===== src/verilog/cpr_pkg.sv =====
// Constants and types shared by the coprocessor dialog host controller
package cpr_pkg;
   // ==========================================================
   // Device interface register locations
   // ==========================================================
   localparam int CIR_AW = 5;
   localparam logic [4:0] CIR_RESP = 5'h00;
   localparam logic [4:0] CIR_CTRL = 5'h02;
   localparam logic [4:0] CIR_SAVE = 5'h04;
   localparam logic [4:0] CIR_RESTORE = 5'h06;
   localparam logic [4:0] CIR_CMD = 5'h0a;
   localparam logic [4:0] CIR_COND = 5'h0e;
   localparam logic [15:0] ABORT_VAL = 16'h0001;
   // ==========================================================
   // Operation word and primitive fields
   // ==========================================================
   localparam logic [3:0] FLINE = 4'hf;
   localparam logic [2:0] DEV_SEL = 3'h0;
   localparam int SEL_HI = 11;
   localparam int SEL_LO = 9;
   localparam int TYPE_HI = 8;
   localparam int TYPE_LO = 6;
   localparam int BIT_CA = 15;
   localparam int BIT_PC = 14;
   localparam int BIT_DR = 13;
   localparam int BIT_IA = 8;
   localparam int BIT_PF = 1;
   localparam int BIT_TF = 0;
   localparam logic [4:0] NULL_FIXED = 5'h04;
   localparam logic [15:0] SUPV_PRIM = 16'h8400;
   // ==========================================================
   // Software register map and fields
   // ==========================================================
   localparam logic [4:0] SW_CTRL = 5'h00;
   localparam logic [4:0] SW_STAT = 5'h04;
   localparam logic [4:0] SW_INSN = 5'h08;
   localparam logic [4:0] SW_RESP = 5'h0c;
   localparam logic [4:0] SW_DATA = 5'h10;
   localparam int CTL_START = 0;
   localparam int CTL_CONT = 1;
   localparam int CTL_ABORT = 2;
   localparam int CTL_SUPV = 3;
   localparam logic CTL_SUPV_RST = 1'b0;
   localparam int MAX_WORDS_DEF = 8;
   localparam int MAX_REREAD_DEF = 64;
   typedef enum logic [2:0] {
      K_GEN, K_COND, K_BRANCH, K_SAVE, K_RESTORE, K_ILLEGAL
   } cpr_kind_e;
endpackage


===== src/verilog/cpr_insn_mem.sv =====
// Small instruction word store with registered read port
`timescale 1ns/1ps
module cpr_insn_mem #(
   parameter int unsigned DEPTH = 8,
   parameter int unsigned WIDTH = 16
) (
   input wire logic ref_clk_in,
   input wire logic wr_en_in,
   input wire logic [$clog2(DEPTH)-1:0] wr_addr_in,
   input wire logic [WIDTH-1:0] wr_data_in,
   input wire logic [$clog2(DEPTH)-1:0] rd_addr_in,
   output logic [WIDTH-1:0] rd_data_out
);
   logic [WIDTH-1:0] mem_q [DEPTH];
   logic [WIDTH-1:0] rd_d;

   if (DEPTH < 2) begin : g_chk
      $error("cpr_insn_mem: depth below two");
   end

   always_comb begin
      rd_d = mem_q[rd_addr_in];
   end

   // No reset on the array: word 0 is written before any start, but a one-word instruction still reads word 1, which may be stale
   always_ff @(posedge ref_clk_in) begin
      if (wr_en_in) begin
         mem_q[wr_addr_in] <= wr_data_in;
      end
      rd_data_out <= rd_d;
   end
endmodule // cpr_insn_mem


===== src/verilog/cpr_prim_decode.sv =====
// Registered classifier for primitives read from the response location
`timescale 1ns/1ps
module cpr_prim_decode (
   input wire logic ref_clk_in,
   input wire logic rstn_in,
   input wire logic valid_in,
   input wire logic [15:0] prim_in,
   output logic [15:0] prim_out,
   output logic is_null_out,
   output logic is_supv_out
);
   logic [15:0] prim_d;
   logic null_d;
   logic supv_d;

   always_comb begin
      prim_d = prim_out;
      null_d = is_null_out;
      supv_d = is_supv_out;
      if (valid_in) begin
         prim_d = prim_in;
         // Null: fixed field 13..9, zero in 7..2
         null_d = prim_in[cpr_pkg::BIT_DR:9] == cpr_pkg::NULL_FIXED
            && prim_in[7:2] == 6'h00;
         supv_d = prim_in == cpr_pkg::SUPV_PRIM;
      end
   end

   always_ff @(posedge ref_clk_in) begin
      if (!rstn_in) begin
         prim_out <= 16'h0000;
         is_null_out <= 1'b0;
         is_supv_out <= 1'b0;
      end else begin
         prim_out <= prim_d;
         is_null_out <= null_d;
         is_supv_out <= supv_d;
      end
   end
endmodule // cpr_prim_decode


===== src/verilog/cpr_host_ctrl.sv =====
// Host-side controller that runs coprocessor dialogs with the device
// Contract
// - Host starts every transfer, writes and reads
// - Instruction is one to eight words
// - Top nibble all ones means coprocessor instruction
// - Selector zero addresses the device only
// - Type field picks one of five dialogs
// - Open by write; save opens by read
// - Then read response: exception, service, reread, check
// - Come-again set: serve, then read again
// - Bit 13 gives transfer direction
// - Bit 0 is condition result, else ignored
// - Busy null: come-again set, read again
//
// Added by the designer: the address map and the strobed register port.
`timescale 1ns/1ps
module cpr_host_ctrl #(
   parameter int unsigned MAX_WORDS = cpr_pkg::MAX_WORDS_DEF,
   parameter int unsigned MAX_REREAD = cpr_pkg::MAX_REREAD_DEF
) (
   input wire logic ref_clk_in,
   input wire logic rstn_in,
   input wire logic [4:0] sw_addr_in,
   input wire logic [31:0] sw_wdata_in,
   input wire logic sw_wr_in,
   input wire logic sw_rd_in,
   output logic [31:0] sw_rdata_out,
   output logic [2:0] cir_sel_out,
   output logic [4:0] cir_addr_out,
   output logic [15:0] cir_wdata_out,
   output logic cir_wr_out,
   output logic cir_rd_out,
   input wire logic [15:0] cir_rdata_in
);
   // ==========================================================
   // Parameter checks and types
   // ==========================================================
   if (MAX_WORDS < 2 || MAX_WORDS > 8) begin : g_chk_w
      $error("cpr_host_ctrl: MAX_WORDS must be 2..8");
   end
   if (MAX_REREAD < 2 || MAX_REREAD > 65535) begin : g_chk_r
      $error("cpr_host_ctrl: MAX_REREAD must be 2..65535");
   end

   typedef enum logic [3:0] {
      S_IDLE, S_FETCH_OP, S_FETCH_CMD, S_CHECK, S_OPENED,
      S_SAVE_DATA, S_RESP_STB, S_RESP_DATA, S_DECODE,
      S_SERVICE, S_ABORT
   } cpr_state_e;

   function automatic cpr_pkg::cpr_kind_e kind_of(input logic [15:0] w);
      case (w[cpr_pkg::TYPE_HI:cpr_pkg::TYPE_LO])
         3'h0: kind_of = cpr_pkg::K_GEN;
         3'h1: kind_of = cpr_pkg::K_COND;
         3'h2, 3'h3: kind_of = cpr_pkg::K_BRANCH;
         3'h4: kind_of = cpr_pkg::K_SAVE;
         3'h5: kind_of = cpr_pkg::K_RESTORE;
         default: kind_of = cpr_pkg::K_ILLEGAL;
      endcase
   endfunction

   // ==========================================================
   // State
   // ==========================================================
   cpr_state_e state_q, state_d;
   cpr_pkg::cpr_kind_e kind_q, kind_d;
   logic [15:0] op_q, op_d, cmd_q, cmd_d, data_q, data_d;
   logic [15:0] save_q, save_d;
   logic [3:0] cnt_q, cnt_d;
   logic [15:0] rr_q, rr_d;
   logic supv_q, supv_d, done_q, done_d, tf_q, tf_d, svc_q, svc_d;
   logic efmt_q, efmt_d, epriv_q, epriv_d, eto_q, eto_d;
   logic epc_q, epc_d;
   logic [2:0] sel_d;
   logic [4:0] addr_d;
   logic [15:0] wdata_d;
   logic wr_d, rd_d;
   logic [31:0] rdata_d;
   logic [15:0] mem_rd;
   logic [15:0] prim;
   logic p_null, p_supv, busy;
   logic ins_wr, sw_start, sw_cont, sw_abort;

   assign busy = state_q != S_IDLE;
   assign ins_wr = sw_wr_in && sw_addr_in == cpr_pkg::SW_INSN && !busy
      && cnt_q < 4'(MAX_WORDS);
   assign sw_start = sw_wr_in && sw_addr_in == cpr_pkg::SW_CTRL
      && sw_wdata_in[cpr_pkg::CTL_START];
   assign sw_cont = sw_wr_in && sw_addr_in == cpr_pkg::SW_CTRL
      && sw_wdata_in[cpr_pkg::CTL_CONT];
   assign sw_abort = sw_wr_in && sw_addr_in == cpr_pkg::SW_CTRL
      && sw_wdata_in[cpr_pkg::CTL_ABORT];

   cpr_insn_mem #(.DEPTH(8), .WIDTH(16)) u_mem (
      .ref_clk_in(ref_clk_in),
      .wr_en_in(ins_wr),
      .wr_addr_in(cnt_q[2:0]),
      .wr_data_in(sw_wdata_in[15:0]),
      .rd_addr_in(state_q == S_FETCH_OP ? 3'h0 : 3'h1),
      .rd_data_out(mem_rd)
   );

   cpr_prim_decode u_dec (
      .ref_clk_in(ref_clk_in),
      .rstn_in(rstn_in),
      .valid_in(state_q == S_RESP_DATA),
      .prim_in(cir_rdata_in),
      .prim_out(prim),
      .is_null_out(p_null),
      .is_supv_out(p_supv)
   );

   // ==========================================================
   // Dialog sequencer
   // ==========================================================
   always_comb begin
      state_d = state_q;
      kind_d = kind_q;
      op_d = op_q;
      cmd_d = cmd_q;
      data_d = data_q;
      save_d = save_q;
      cnt_d = cnt_q;
      rr_d = rr_q;
      supv_d = supv_q;
      done_d = done_q;
      tf_d = tf_q;
      svc_d = svc_q;
      efmt_d = efmt_q;
      epriv_d = epriv_q;
      eto_d = eto_q;
      epc_d = epc_q;
      sel_d = cir_sel_out;
      addr_d = cir_addr_out;
      wdata_d = cir_wdata_out;
      wr_d = 1'b0;
      rd_d = 1'b0;
      if (ins_wr) begin
         cnt_d = cnt_q + 4'h1;
      end
      if (sw_wr_in && sw_addr_in == cpr_pkg::SW_DATA && !busy) begin
         data_d = sw_wdata_in[15:0];
      end
      if (sw_wr_in && sw_addr_in == cpr_pkg::SW_CTRL) begin
         supv_d = sw_wdata_in[cpr_pkg::CTL_SUPV];
      end
      unique case (state_q)
         S_IDLE: begin
            if (sw_start && cnt_q != 4'h0) begin
               done_d = 1'b0;
               svc_d = 1'b0;
               efmt_d = 1'b0;
               epriv_d = 1'b0;
               eto_d = 1'b0;
               epc_d = 1'b0;
               state_d = S_FETCH_OP;
            end
         end
         S_FETCH_OP: state_d = S_FETCH_CMD;
         S_FETCH_CMD: begin
            op_d = mem_rd;
            kind_d = kind_of(mem_rd);
            state_d = S_CHECK;
         end
         S_CHECK: begin
            cmd_d = mem_rd;
            cnt_d = 4'h0;
            rr_d = 16'h0000;
            sel_d = op_q[cpr_pkg::SEL_HI:cpr_pkg::SEL_LO];
            // Anything not aimed at the device raises no strobe, though its selector still reaches cir_sel_out
            if (op_q[15:12] != cpr_pkg::FLINE
                || op_q[cpr_pkg::SEL_HI:cpr_pkg::SEL_LO]
                   != cpr_pkg::DEV_SEL
                || kind_q == cpr_pkg::K_ILLEGAL
                || (kind_q == cpr_pkg::K_GEN && cnt_q < 4'h2)) begin
               efmt_d = 1'b1;
               state_d = S_IDLE;
            end else begin
               state_d = S_OPENED;
               unique case (kind_q)
                  cpr_pkg::K_GEN: begin
                     addr_d = cpr_pkg::CIR_CMD;
                     wdata_d = mem_rd;
                     wr_d = 1'b1;
                  end
                  cpr_pkg::K_COND: begin
                     addr_d = cpr_pkg::CIR_COND;
                     wdata_d = {10'h000, mem_rd[5:0]};
                     wr_d = 1'b1;
                  end
                  cpr_pkg::K_BRANCH: begin
                     addr_d = cpr_pkg::CIR_COND;
                     wdata_d = {10'h000, op_q[5:0]};
                     wr_d = 1'b1;
                  end
                  cpr_pkg::K_RESTORE: begin
                     addr_d = cpr_pkg::CIR_RESTORE;
                     wdata_d = data_q;
                     wr_d = 1'b1;
                  end
                  cpr_pkg::K_SAVE: begin
                     addr_d = cpr_pkg::CIR_SAVE;
                     rd_d = 1'b1;
                  end
                  default: state_d = S_IDLE;
               endcase
            end
         end
         S_OPENED: begin
            if (kind_q == cpr_pkg::K_SAVE) begin
               state_d = S_SAVE_DATA;
            end else begin
               addr_d = cpr_pkg::CIR_RESP;
               rd_d = 1'b1;
               state_d = S_RESP_STB;
            end
         end
         S_SAVE_DATA: begin
            save_d = cir_rdata_in;
            done_d = 1'b1;
            state_d = S_IDLE;
         end
         S_RESP_STB: state_d = S_RESP_DATA;
         S_RESP_DATA: state_d = S_DECODE;
         S_DECODE: begin
            addr_d = cpr_pkg::CIR_RESP;
            if (prim[cpr_pkg::BIT_PC]) begin
               epc_d = 1'b1;
               state_d = S_ABORT;
            end else if (p_null && !prim[cpr_pkg::BIT_CA]
                         && prim[cpr_pkg::BIT_PF]) begin
               done_d = 1'b1;
               if (kind_q == cpr_pkg::K_COND
                   || kind_q == cpr_pkg::K_BRANCH) begin
                  tf_d = prim[cpr_pkg::BIT_TF];
               end
               state_d = S_IDLE;
            end else if (p_null || (p_supv && supv_q)) begin
               // Bounded so a stuck device cannot hang the host forever
               if (rr_q == 16'(MAX_REREAD - 1)) begin
                  eto_d = 1'b1;
                  state_d = S_ABORT;
               end else begin
                  rr_d = rr_q + 16'h0001;
                  rd_d = 1'b1;
                  state_d = S_RESP_STB;
               end
            end else if (p_supv) begin
               epriv_d = 1'b1;
               state_d = S_ABORT;
            end else begin
               svc_d = 1'b1;
               state_d = S_SERVICE;
            end
         end
         S_SERVICE: begin
            if (sw_abort) begin
               svc_d = 1'b0;
               state_d = S_ABORT;
            end else if (sw_cont) begin
               svc_d = 1'b0;
               rr_d = 16'h0000;
               if (prim[cpr_pkg::BIT_CA]) begin
                  addr_d = cpr_pkg::CIR_RESP;
                  rd_d = 1'b1;
                  state_d = S_RESP_STB;
               end else begin
                  done_d = 1'b1;
                  state_d = S_IDLE;
               end
            end
         end
         S_ABORT: begin
            addr_d = cpr_pkg::CIR_CTRL;
            wdata_d = cpr_pkg::ABORT_VAL;
            wr_d = 1'b1;
            state_d = S_IDLE;
         end
      endcase
   end

   // Read data stand only in the cycle after the read strobe
   always_comb begin
      rdata_d = 32'h0000_0000;
      if (sw_rd_in) begin
         unique case (sw_addr_in)
            cpr_pkg::SW_CTRL: rdata_d = {28'h0, supv_q, 3'h0};
            cpr_pkg::SW_STAT: rdata_d = {20'h0, cnt_q, epc_q, eto_q,
               epriv_q, efmt_q, svc_q, tf_q, done_q, busy};
            cpr_pkg::SW_INSN: rdata_d = {28'h0, cnt_q};
            cpr_pkg::SW_RESP: rdata_d = {16'h0, prim};
            cpr_pkg::SW_DATA: rdata_d = {save_q, data_q};
            default: rdata_d = 32'h0000_0000;
         endcase
      end
   end

   always_ff @(posedge ref_clk_in) begin
      if (!rstn_in) begin
         state_q <= S_IDLE;
         kind_q <= cpr_pkg::K_GEN;
         op_q <= 16'h0000;
         cmd_q <= 16'h0000;
         data_q <= 16'h0000;
         save_q <= 16'h0000;
         cnt_q <= 4'h0;
         rr_q <= 16'h0000;
         supv_q <= cpr_pkg::CTL_SUPV_RST;
         {done_q, tf_q, svc_q} <= 3'h0;
         {efmt_q, epriv_q, eto_q, epc_q} <= 4'h0;
         cir_sel_out <= cpr_pkg::DEV_SEL;
         cir_addr_out <= cpr_pkg::CIR_RESP;
         cir_wdata_out <= 16'h0000;
         cir_wr_out <= 1'b0;
         cir_rd_out <= 1'b0;
         sw_rdata_out <= 32'h0000_0000;
      end else begin
         state_q <= state_d;
         kind_q <= kind_d;
         op_q <= op_d;
         cmd_q <= cmd_d;
         data_q <= data_d;
         save_q <= save_d;
         cnt_q <= cnt_d;
         rr_q <= rr_d;
         supv_q <= supv_d;
         {done_q, tf_q, svc_q} <= {done_d, tf_d, svc_d};
         {efmt_q, epriv_q, eto_q, epc_q} <= {efmt_d, epriv_d, eto_d, epc_d};
         cir_sel_out <= sel_d;
         cir_addr_out <= addr_d;
         cir_wdata_out <= wdata_d;
         cir_wr_out <= wr_d;
         cir_rd_out <= rd_d;
         sw_rdata_out <= rdata_d;
      end
   end
endmodule // cpr_host_ctrl


===== config.mk =====
export PLATFORM = sky130hd
export DESIGN_NAME = cpr_host_ctrl
export DESIGN_NICKNAME = d
export VERILOG_FILES = /design/src/verilog/cpr_pkg.sv /design/src/verilog/cpr_insn_mem.sv /design/src/verilog/cpr_prim_decode.sv /design/src/verilog/cpr_host_ctrl.sv
export SDC_FILE = /design/constraint.sdc
export NUM_CORES = 1
export LEC_CHECK = 0
export BUFFER_PORTS_ARGS = -buffer_cell sky130_fd_sc_hd__buf_2
export CORE_AREA = 2 2 290 149
export CTS_CLUSTER_SIZE = 14
export DETAILED_ROUTE_END_ITERATION = 7
export DIE_AREA = 0 0 292 151
export MAX_ROUTING_LAYER = met4
export PLACE_DENSITY = 0.58
export SLEW_MARGIN = 20
export SYNTH_ARGS = -nofsm -noshare
export SYNTH_HDL_FRONTEND = slang
export SYNTH_HIERARCHICAL = 1
export SYNTH_SLANG_ARGS = --single-unit

===== constraint.sdc =====
create_clock -name ref_clk_in -period 3.2 [get_ports ref_clk_in]
set_input_delay 0.48 -clock ref_clk_in [delete_from_list [all_inputs] [get_ports ref_clk_in]]
set_output_delay 0.48 -clock ref_clk_in [all_outputs]
set_load 0.02 [all_outputs]

# After elaboration in Yosys (flattened, before gate mapping)
# Memories as Yosys holds them, arrays and structs flattened. A register that Yosys moved wholly into a read port is not among the register bits.
# Index checks and enable logic that the tools add are counted.
[totals]
ff_bits = 159
latchBits = 0
mem_bits_rw = 128
mem_bits_ro = 0
inputBits = 57
output_inout_bits = 58
elab_cells = 212
memories = 1
[mem_list]
columns = ["name", "depth", "word_bits", "read_ports", "rd_clocked_by_memory_dff", "wr", "line", "text"]
rows = [
  ["u_mem.mem_q", 8, 16, 1, 1, 1, "cpr_insn_mem.sv:14", "logic [WIDTH-1:0] mem_q [DEPTH];"],
]
[classes]
n_addsub = 2
multipliers = 0
n_div = 0
magnitude_cmp = 2
n_eq_ne = 49
shifts = 0
n_mux = 77
bitwise_logic = 2
reduce_logical = 55
[ops]
columns = ["operator", "count"]
rows = [
  ["one-hot mux 32 bit (5 select lines)", 1],
  ["two-way mux 16 bit", 7],
  ["one-hot mux 16 bit (4 select lines)", 1],
  ["one-hot mux 16 bit (3 select lines)", 1],
  ["one-hot mux 4 bit (10 select lines)", 1],
  ["two-way mux 1 bit", 37],
  ["one-hot mux 16 bit (2 select lines)", 1],
  ["inequality test 2 bit, second input constant", 15],
  ["two-way mux 4 bit", 7],
  ["AND reduction 7 bit", 4],
  ["two-way mux 5 bit", 5],
  ["one-hot mux 5 bit (5 select lines)", 1],
  ["one-hot mux 5 bit (4 select lines)", 1],
  ["adder 16 x 1 -> 16 bit, second input constant", 1],
  ["equality test 16 bit, second input constant", 1],
  ["equality test 16 x 6 -> 1 bit, second input constant", 1],
  ["equality test 4 x 3 -> 1 bit, second input constant", 4],
  ["logical AND 1 bit", 15],
  ["one-hot mux 3 bit (5 select lines)", 1],
  ["equality test 3 x 2 -> 1 bit, second input constant", 4],
  ["equality test 3 bit, second input constant", 4],
  ["equality test 4 bit, second input constant", 3],
  ["AND reduction 6 bit", 2],
  ["nonzero test 4 bit", 3],
  ["34 further kinds", 66],
]

# Logic depth before layout (Yosys ltp)
# Gate-level depths: netlist of the first run.
[depth]
ltp_word = 6
ltp_mapped = 9
mapped_depth_nobuf = 7

# By module
# The synthesis of the first run kept the hierarchy.
[by_module_without_submodules]
columns = ["module", "instances", "cells_per_inst", "area_each_um2", "seq_area_each_um2"]
rows = [
  ["cpr_host_ctrl", 1, 741, 6296.0, 2722.6],
  ["cpr_insn_mem", 1, 214, 5293.8, 4164.0],
  ["cpr_prim_decode", 1, 66, 740.7, 360.3],
]

# Worst setup path after synthesis of the first run
# Ideal clock, no wire load.
[synth_timing]
path_kind = "input port to flip-flop"
from = "input port sw_addr_in[4]"
to = "memory u_mem.mem_q[0][0], enable pin"
arrival_time_ps = 2523
required_ps = 2791
path_slack_ps = 267
cell_stages = 5
path_buffers = 1
cell_sequence = "nor3_2 > and4_1 > clkbuf_1 > nand2b_1 > nor3_1"
[synth_between]
elab_chain_cells = 6
[synth_lines]
columns = ["element", "line", "text"]
rows = [
  ["start: declaration", "cpr_host_ctrl.sv:23", "input wire logic [4:0] sw_addr_in,"],
  ["equality test 5 x 4 -> 1 bit", "cpr_host_ctrl.sv:85", "assign ins_wr = sw_wr_in && sw_addr_in == cpr_pkg::SW_INSN && !busy"],
  ["logical AND 1 bit (2 in series)", "cpr_host_ctrl.sv:85", ""],
  ["logical AND 1 bit", "cpr_host_ctrl.sv:86", "&& cnt_q < 4'(MAX_WORDS);"],
  ["via ins_wr", "cpr_host_ctrl.sv:82", "logic ins_wr, sw_start, sw_cont, sw_abort;"],
  ["two-way mux 1 bit", "cpr_insn_mem.sv:27", "if (wr_en_in) begin"],
  ["two-way mux 1 bit (not written as such)", "cpr_insn_mem.sv:28", "mem_q[wr_addr_in] <= wr_data_in;"],
  ["end: declaration", "cpr_insn_mem.sv:14", ""],
]
# The timed path passes the listed nets, and every way through them passes these cells.

# Final worst setup path of the first run
[layout_timing]
from = "register kind_q[1]"
to = "register cir_wdata_out[11]"
[layout_between]
elab_chain_cells = 5
elab_cells_between_ends = 14
[layout_lines]
columns = ["element", "line", "text"]
rows = [
  ["start: declaration", "cpr_host_ctrl.sv:66", "cpr_pkg::cpr_kind_e kind_q, kind_d;"],
  ["start signal: assignment", "cpr_host_ctrl.sv:301", "kind_q <= cpr_pkg::K_GEN;"],
  ["start signal: assignment", "cpr_host_ctrl.sv:319", "kind_q <= kind_d;"],
  ["parallel branches: the longest is 5 deep, another holds one-hot mux 16 bit (4 select lines)", "-", ""],
  ["end signal: assignment", "cpr_host_ctrl.sv:331", "cir_wdata_out <= wdata_d;"],
  ["end: declaration", "cpr_host_ctrl.sv:30", "output logic [15:0] cir_wdata_out,"],
]
# Several ways; the timed one is not identified. The select of a mux whose other input is x is not followed.
# A chain may end at the register's enable or synchronous reset.

==> results.sh, run 1 <==
export IMPL_netlist_area_leader_share=0.312
export IMPL_ios=115
export IMPL_htree_levels=1
export IMPL_cp_slowest_stage_delay_ns=0.62
export IMPL_multi_input_area_um2=4680
export IMPL_startpoint_type="flip-flop"
export IMPL_drc=0
export IMPL_drt_iter0_drc=843
export IMPL_fin_skew_ns=0.0124
export IMPL_grt_pass1_wl_um=50200
export IMPL_final_core_util=0.346
export IMPL_gp_congestion=0.888
export IMPL_cp_end_kind="flip-flop"
export IMPL_synth_area_leaders="edfxtp_1 (31%), dfxtp_1 (28%), mux4_1 (6.0%)"
export IMPL_irDropWorstVdd_v=0.000405
export IMPL_cts_root_buf="clkbuf_16"
export IMPL_critPathRequiredTime_ns=3.67
export IMPL_path_max_fanout=15
export IMPL_die_area_um2=44100
export IMPL_worst_path_buf_inv=1
export IMPL_synthFlopType="dfxtp_1"
export IMPL_layout_nets=1177
export IMPL_layout_common_cells="dfxtp_1 (170), edfxtp_1 (128), nand2_1 (122)"
export IMPL_ys_ff_latch=298
export IMPL_cts_buffers=27
export IMPL_fill_cells=4044
export IMPL_track_usage=0.155
export IMPL_syn_avg_cell_area_um2=12.1
export IMPL_wire_per_inst_um=20.1
export IMPL_grt_setup_unrepaired="false"
export IMPL_drive_gt1_frac=0.192
export IMPL_synth_cells=1021
export IMPL_cp_cell_sequence="inv_1 > a311oi_1 > and4_4 > nand2_1 > o2bb2ai_1"
export IMPL_p_leak_nw=4.89
export IMPL_ant_nets=0
export IMPL_p_per_area_nw_per_um2=528
export IMPL_cts_resized=0
export IMPL_fp_dieH_um=151
export IMPL_netlist_area_um2=12300
export IMPL_crit_type="flip-flop to flip-flop"
export IMPL_post_cts_setup_buffers=0
export IMPL_seq_area_frac_synth=0.588
export IMPL_grt_max_degree=36
export IMPL_synth_edff_count=128
export IMPL_first_pass_iters=5
export IMPL_finalSetupViolCount=0
export IMPL_max_freq_mhz=369
export IMPL_yosys_area_top_type="edfxtp_1"
export IMPL_synthArstFlopShare=0
export IMPL_rows=53
export IMPL_period_needed_ns=2.71
export IMPL_maxCapViolCount=0
export IMPL_stdcell_count=1688
export IMPL_cp_top_family="compound AO/OA/AOI/OAI gates"
export IMPL_drv_slew=0
export IMPL_coreArea_um2=41400
export IMPL_grt_antenna_before_repair=1
export IMPL_vias=8607
export IMPL_drt_vias_per_instance=5.10
export IMPL_overflow=0
export IMPL_clock_sink_count=298
export IMPL_holdCritPathClass="input port to flip-flop"
export IMPL_start_util=0.298
export IMPL_cts_hold_buf=0
export IMPL_port_buffers=96
export IMPL_hold_viol=0
export IMPL_worst_ep_arrival_time_ns=3.19
export IMPL_timing_final_crit_share=0.848
export IMPL_dpl_hpwl_um=24600
export IMPL_worstSkewPairLatency_ns=0.57
export IMPL_slew_headroom=0.398
export IMPL_setup_tns_ns=0
export IMPL_cts_tree="done"
export IMPL_regArea_um2=7250
export IMPL_crit_slowest_cell="dfxtp_1"
export IMPL_first_global_vias=8067
export IMPL_layout_commonest_cell="dfxtp_1"
export IMPL_status="complete, no violations"
export IMPL_cts_buffer_depth=3
export IMPL_yosysUniqueCellTypes=77
export IMPL_routed_wl_um=33900
export IMPL_ys_warnings_count=6
export IMPL_areaGrowthSynthToFinish_pct=16.4
export IMPL_path_clk_slew_ns=0.07
export IMPL_die_w_um=292
export IMPL_max_slew_worst_pin_slew_ns=0.899
export IMPL_dp_cells=1638
export IMPL_fin_hold_ws_ns=0.186
==> flip-flops by register name, summed over array words and instances, names as in the netlist, 3 cells and up <==
name	count
rr_q	16
u_mem/rd_data_out	16
op_q	13
u_mem/mem_q	128
kind_q	3
cnt_q	4
cir_addr_out	3
u_dec/prim_out	16
data_q	16
cir_sel_out	3
sw_rdata_out	32
state_q	4
cir_wdata_out	16
save_q	16
==> tightest hold or removal path, cell delays in order <==
cell and delay (ns):
buf_2 0.12, nand2_1 0.05, a21oi_1 0.05
==> Yosys cell counts (all sizes together) (4+ instances only) <==
library cell	n
nand3	15
nand2	122
buf	28
clkbuf	38
o2bb2ai	17
o221ai	7
inv	25
nand4	8
nor3	8
a21oi	62
nor4b	6
edfxtp	128
nand2b	11
mux2i	39
dfxtp	170
o211ai	28
nor2	62
o22ai	6
a31oi	5
o31ai	4
and3	8
mux4	32
and2	19
a22oi	26
mux2	25
nand3b	6
o21ai	23
nor2b	22
nor4	15
==> cell type report <==
| class | count | share of cell area |
|---|---|---|
| flip-flops and latches | 298 | 0.505 |
| multi-input cells | 638 | 0.326 |
| clock buffers | 41 | 0.0542 |
| repair buffers | 126 | 0.0509 |
| well taps | 550 | 0.0479 |
| clock inverters | 8 | 0.00906 |
| inverters | 26 | 0.00680 |
| diodes | 1 | 0.000174 |
==> power breakdown <==
group          total, mW  internal [mW]  switching (mW)
Combinational      0.214         0.0735           0.141
Clock               3.37           1.93            1.45
Sequential          3.99           3.97          0.0146
==> worst paths after layout <==
kind / startpoint / end / slack, ns / depth (start not counted)
hold reg to reg: save_q[3] / save_q[3] / 0.45 / 2
setup reg to reg: kind_q[1] / cir_wdata_out[11] / 0.49 / 5
hold / removal: cir_rdata_in[8] / save_q[8] / 0.19 / 3
setup / recovery: kind_q[1] / cir_wdata_out[11] / 0.49 / 5
==> metrics by stage <==
| stage | power (mW) | setup WS, ns | cell area, µm² |
|---|---|---|---|
| after floorplan | 4.18 | 0.267 | 12400 |
| after global placement | 4.27 | 0.726 | 13400 |
| after detailed placement | 4.28 | 0.667 | 13400 |
| after CTS | 7.64 | 0.630 | 14400 |
| after global routing | 7.80 | 0.360 | 14400 |
| final | 7.57 | 0.487 | 14400 |
==> layer usage <==
| layer | GRT usage | vias to the layer above | part of all wire |
|---|---|---|---|
| li1 | - | 4010 | - |
| met4 | 0.0327 | 0 | 0.020 |
| met2 | 0.202 | 312 | 0.39 |
| met5 | - | - | 0 |
| met3 | 0.0307 | 46 | 0.074 |
| met1 | 0.240 | 4239 | 0.51 |
==> cells by family after synthesis <==
group           count (synthesis)  share of synthesized area
compound gates                202                      0.111
xor+xnor                        4                    0.00284
fa+ha+maj                       3                    0.00304
buf+inv                        92                     0.0360
flops                         298                      0.588
mux                            96                      0.121
other cells                     1                   0.000304
simple gates                  325                      0.137
(Power assumes the default switching activity.)
==> inputs of run 2 (changes only) <==
==> constraint.sdc (replaced) <==
create_clock -name ref_clk_in -period 2.65 [get_ports ref_clk_in]
set_input_delay 0.3975 -clock ref_clk_in [delete_from_list [all_inputs] [get_ports ref_clk_in]]
set_output_delay 0.3975 -clock ref_clk_in [all_outputs]
set_load 0.02 [all_outputs]
==> run 2 against run 1 <==
  * Sequential power up 21%
  * Count of clock-buffer cells in the layout down 2
  * Worst hold slack worse by 0.073 ns
  * Core utilization up 0.25 points
==> results.sh, run 2 (same netlist as run 1, synthesis figures left out) <==
export IMPL_first_global_vias=8078
export IMPL_areaGrowthSynthToFinish_pct=17.2
export IMPL_finalSetupViolCount=0
export IMPL_max_freq_mhz=399
export IMPL_path_max_fanout=16
export IMPL_irDropWorstVdd_v=0.000443
export IMPL_dpl_hpwl_um=24600
export IMPL_combPwrFrac=0.030
export IMPL_gp_congestion=0.914
export IMPL_timing_final_crit_share=0.945
export IMPL_slew_headroom=0.502
export IMPL_grt_max_degree=33
export IMPL_status="complete, no violations"
export IMPL_drive_gt1_frac=0.202
export IMPL_path_clk_slew_ns=0.07
export IMPL_largest_reg_flops=128
export IMPL_fin_skew_ns=0.0225
export IMPL_start_util=0.298
export IMPL_ios=115
export IMPL_grt_pass1_wl_um=51300
export IMPL_reg2reg_slack_ns=0.15
export IMPL_die_area_um2=44100
export IMPL_clock_sink_count=298
export IMPL_layout_nets=1191
export IMPL_crit_type="flip-flop to flip-flop"
export IMPL_intPower_mw=6.91
export IMPL_wire_per_inst_um=20.1
export IMPL_cts_tree="done"
export IMPL_cp_end_kind="flip-flop"
export IMPL_critPathRequiredTime_ns=2.89
export IMPL_max_slew_worst_pin_slew_ns=0.745
export IMPL_diodes=0
export IMPL_holdCritPathClass="input port to flip-flop"
export IMPL_seqPwrFrac=0.546
export IMPL_setup_tns_ns=0
export IMPL_p_switching_mw=1.91
export IMPL_die_w_um=292
export IMPL_fp_dieH_um=151
export IMPL_drt_iter0_drc=832
export IMPL_period_needed_ns=2.50
export IMPL_maxCapViolCount=0
export IMPL_p_clk_frac=0.424
export IMPL_total_power_mw=8.81
export IMPL_layout_common_cells="dfxtp_1 (169), edfxtp_1 (128), nand2_1 (122)"
export IMPL_drt_vias_per_instance=5.04
export IMPL_track_usage=0.158
export IMPL_layout_commonest_cell="dfxtp_1"
export IMPL_coreArea_um2=41400
export IMPL_htree_levels=1
export IMPL_switching_share=0.216
export IMPL_port_buffers=96
export IMPL_grt_antenna_before_repair=0
export IMPL_drc=0
export IMPL_routed_wl_um=34100
export IMPL_first_pass_iters=5
export IMPL_worst_ep_arrival_time_ns=2.75
export IMPL_overflow=0
export IMPL_grt_setup_unrepaired="false"
export IMPL_startpoint_type="flip-flop"
export IMPL_drv_slew=0
export IMPL_final_core_util=0.349
export IMPL_ant_nets=0
export IMPL_rows=53
export IMPL_cts_buffers=27
export IMPL_p_per_area_nw_per_um2=610
export IMPL_worstSkewPairLatency_ns=0.56
export IMPL_vias=8570
export IMPL_cts_root_buf="clkbuf_16"
export IMPL_largest_register="u_mem/mem_q"
export IMPL_reg_top3="u_mem/mem_q: 128 flops, sw_rdata_out: 32 flops"
export IMPL_p_leak_nw=4.94
export IMPL_hold_viol=0
export IMPL_cts_buffer_depth=3
-- run 2: cell types whose count changed in the layout (fill, tap and decap cells not counted), moves of 2 or more --
cell       before  now
clkbuf_8        5    1
clkinv_2        1    4
buf_12          2    9
bufinv_16       3    1
buf_4          28   35
-- run 2: metrics by stage --
stage          area [µm²]  setup slack (ns)  cells  hold WS, ns
2_1_floorplan       12400             0.160   1028        0.426
3_3_place_gp        13600             0.281   1652        0.438
3_5_place_dp        13600             0.248   1652        0.444
4_1_cts             14500             0.227   1701       0.0957
5_1_grt             14500            0.0127   1701        0.111
6_report            14500             0.146   1701        0.112
-- run 2: final timing paths --
kind / startpoint / end / depth (start not counted)
max: state_q[1] / u_mem/mem_q[6][4] / 5
min: cir_rdata_in[5] / save_q[5] / 3
max reg2reg: state_q[1] / u_mem/mem_q[6][4] / 5
min reg2reg: save_q[15] / save_q[15] / 2
-- run 2: routing by layer --
metal	share of wire	global-route usage	routed length, µm	vias to the layer above
met5	0	-	0	-
met4	0.014	0.0255	476	0
li1	-	-	-	4030
met2	0.39	0.207	13400	267
met3	0.072	0.0340	2450	46
met1	0.52	0.245	17800	4227
-- run 2: power groups by stage --
stage                     registers (mW)  logic (mW)  clock network, mW
after floorplan                     4.91       0.134                  0
after CTS                           4.81       0.253               3.84
final                               4.81       0.264               3.74
after global placement              4.91       0.246                  0
after global routing                4.81       0.287               4.02
after detailed placement            4.91       0.252                  0
-- run 2: critical path, stage by stage (launching register included) --
cell	delay (ns)
dfxtp_1	0.49
nor4_1	0.58
and4_1	0.48
nand2_1	0.19
nor2_1	0.23
buf_12	0.22
-- run 2: area by class of cell --
type,count,area [µm²]
Clock buffer,39,732
Tap cell,550,688
Clock inverter,10,81.3
Sequential cell,298,7250
Inverter,26,97.6
Timing Repair Buffer,140,923
Fill cell,4065,27000
Multi-Input combinational cell,638,4690
-- run 2: timing repair --
item                       4_1_cts  5_1_grt
buffers inserted                 0        0
setup endpoints to repair        0       11
gates resized for setup          0        1
hold buffers                     0        0
==> inputs of run 3 (changes only) <==
--- a/config.mk
+++ b/config.mk
@@ -11,8 +11,8 @@
 export DETAILED_ROUTE_END_ITERATION = 7
 export DIE_AREA = 0 0 292 151
 export MAX_ROUTING_LAYER = met4
-export PLACE_DENSITY = 0.58
-export SLEW_MARGIN = 20
+export PLACE_DENSITY_LB_ADDON = 0.12
+export SLEW_MARGIN = 15
 export SYNTH_ARGS = -nofsm -noshare
 export SYNTH_HDL_FRONTEND = slang
 export SYNTH_HIERARCHICAL = 1
==> run 3 against run 2 <==
  * Core utilization grew 0.74 points
  * Sequential power is essentially flat
  * Clock skew shrank 0.012 ns
  * Non-clock buffer count grew 14
  * Combinational power is essentially flat
  * First-iteration DRC count shrank 33%
  * Register-to-register slack gained 0.12 ns
  * Global-route usage grew 1.3 points
  * Via count shrank 0.28%
  * Critical path depth grew 1
  * Final cell count grew 1.1%
  * Routed wire length grew 7.1%
==> results.sh, run 3 (same netlist as run 1, synthesis figures left out) <==
export IMPL_status="complete, no violations"
export IMPL_vias=8546
export IMPL_ios=115
export IMPL_cp_slowest_stage_delay_ns=0.47
export IMPL_finalSetupViolCount=0
export IMPL_path_depth=6
export IMPL_fp_dieH_um=151
export IMPL_critPathRequiredTime_ns=2.93
export IMPL_crit_type="flip-flop to flip-flop"
export IMPL_diodes=0
export IMPL_path_clk_slew_ns=0.07
export IMPL_slew_headroom=0.342
export IMPL_layout_nets=1207
export IMPL_first_pass_iters=5
export IMPL_cts_tree="done"
export IMPL_grt_pass1_wl_um=54300
export IMPL_drv_slew=0
export IMPL_wire_per_inst_um=21.3
export IMPL_cts_buffer_depth=3
export IMPL_reg_top3="u_mem/mem_q: 128 flops, sw_rdata_out: 32 flops"
export IMPL_startpoint_type="flip-flop"
export IMPL_hold_viol=0
export IMPL_dpl_hpwl_um=26400
export IMPL_max_slew_worst_pin_slew_ns=0.983
export IMPL_overflow=0
export IMPL_total_power_mw=9.54
export IMPL_period_needed_ns=2.38
export IMPL_coreArea_um2=41400
export IMPL_largest_register="u_mem/mem_q"
export IMPL_cts_resized=0
export IMPL_cp_cell_sequence="buf_4 > nor4_1 > and4_1 > nand2_1 > nor3_2 > buf_12"
export IMPL_reg2reg_slack_ns=0.27
export IMPL_cp_end_kind="flip-flop"
export IMPL_drive_gt1_frac=0.226
export IMPL_die_w_um=292
export IMPL_irDropWorstVdd_v=0.000447
export IMPL_hp_start="cir_rdata_in[7]"
export IMPL_rows=53
export IMPL_holdCritPathClass="input port to flip-flop"
export IMPL_worst_ep_arrival_time_ns=2.66
export IMPL_maxCapViolCount=0
export IMPL_clock_sink_count=298
export IMPL_cp_top_family="simple AND/OR/NAND/NOR gates"
export IMPL_layout_commonest_cell="dfxtp_1"
export IMPL_p_per_area_nw_per_um2=646
export IMPL_gp_congestion=0.816
export IMPL_max_freq_mhz=419
export IMPL_ant_nets=0
export IMPL_cts_hold_buf=0
export IMPL_first_global_vias=8216
export IMPL_r2r_cells=6
export IMPL_grt_antenna_before_repair=0
export IMPL_drt_vias_per_instance=4.97
export IMPL_drc=0
export IMPL_grt_setup_unrepaired="false"
export IMPL_fin_skew_ns=0.0106
export IMPL_cts_buffers=29
export IMPL_track_usage=0.171
export IMPL_htree_levels=1
export IMPL_crit_path_start="state_q[3]"
export IMPL_p_leak_nw=5.13
export IMPL_crit_slowest_cell="dfxtp_1"
export IMPL_setup_tns_ns=0
export IMPL_worstSkewPairLatency_ns=0.58
export IMPL_r2r_start="state_q[3]"
export IMPL_drt_iter0_drc=554
export IMPL_post_cts_setup_buffers=0
export IMPL_r2r_end="u_mem/mem_q[4][0]"
export IMPL_worst_path_buf_inv=2
export IMPL_largest_reg_flops=128
export IMPL_port_buffers=96
export IMPL_areaGrowthSynthToFinish_pct=19.7
export IMPL_path_max_fanout=16
export IMPL_timing_final_crit_share=0.900
export IMPL_start_util=0.298
export IMPL_crit_end="u_mem/mem_q[4][0]"
export IMPL_layout_common_cells="dfxtp_1 (170), edfxtp_1 (128), nand2_1 (121)"
export IMPL_cts_root_buf="clkbuf_16"
export IMPL_routed_wl_um=36600
export IMPL_grt_max_degree=60
export IMPL_die_area_um2=44100
## run 3: cell count changes in the layout (fill, tap and decap cells not counted), moves of 3 or more
cell,previous run,this run
buf_4,35,50
nor2_2,0,4
clkbuf_8,1,5
nor2_1,62,58
clkbuf_1,10,4
bufinv_16,1,4
## run 3: final cells by class
class	count	area, µm²
Fill cell	4116	26700
Sequential cell	298	7250
Multi-Input combinational cell	638	4700
Timing Repair Buffer	154	1020
Clock buffer	40	822
Tap cell	550	688
Clock inverter	14	194
Inverter	26	97.6
## run 3: per-stage QoR
stage	cell area (µm²)	cells	hold slack [ns]	util	worst slack, ns
final	14800	1720	0.0973	0.356	0.265
after global routing	14800	1720	0.0832	0.356	0.0405
after CTS	14800	1720	0.0692	0.356	0.258
after detailed placement	13700	1666	0.441	0.332	0.283
after global placement	13700	1666	0.437	0.332	0.291
after floorplan	12400	1028	0.426	-	0.160
## run 3: worst min-delay path by stage
stage / endpoint / slack (ns) / depth (start not counted)
finish: save_q[7] / 0.1 / 3
global route: save_q[5] / 0.08 / 3
CTS: save_q[5] / 0.07 / 3
detailed placement: sw_rdata_out[30] / 0.44 / 1
global placement: done_q / 0.44 / 2
floorplan: done_q / 0.43 / 2
## run 3: worst min-delay path, cell delays in order
cell,delay [ns]
buf_2,0.12
nand2_1,0.05
a21oi_1,0.05
## run 3: per-layer routing
layer  wire length [µm]  GRT usage
met4                419     0.0253
met1              20300      0.276
met3               2040     0.0305
met2              13800      0.217
met5                  0          -
## run 3: report_power, final
group          internal (mW)  switching (mW)  total [mW]
registers               4.80          0.0169        4.81
clock network           2.58            1.88        4.46
logic                 0.0924           0.175       0.267
total                   7.47            2.07        9.54
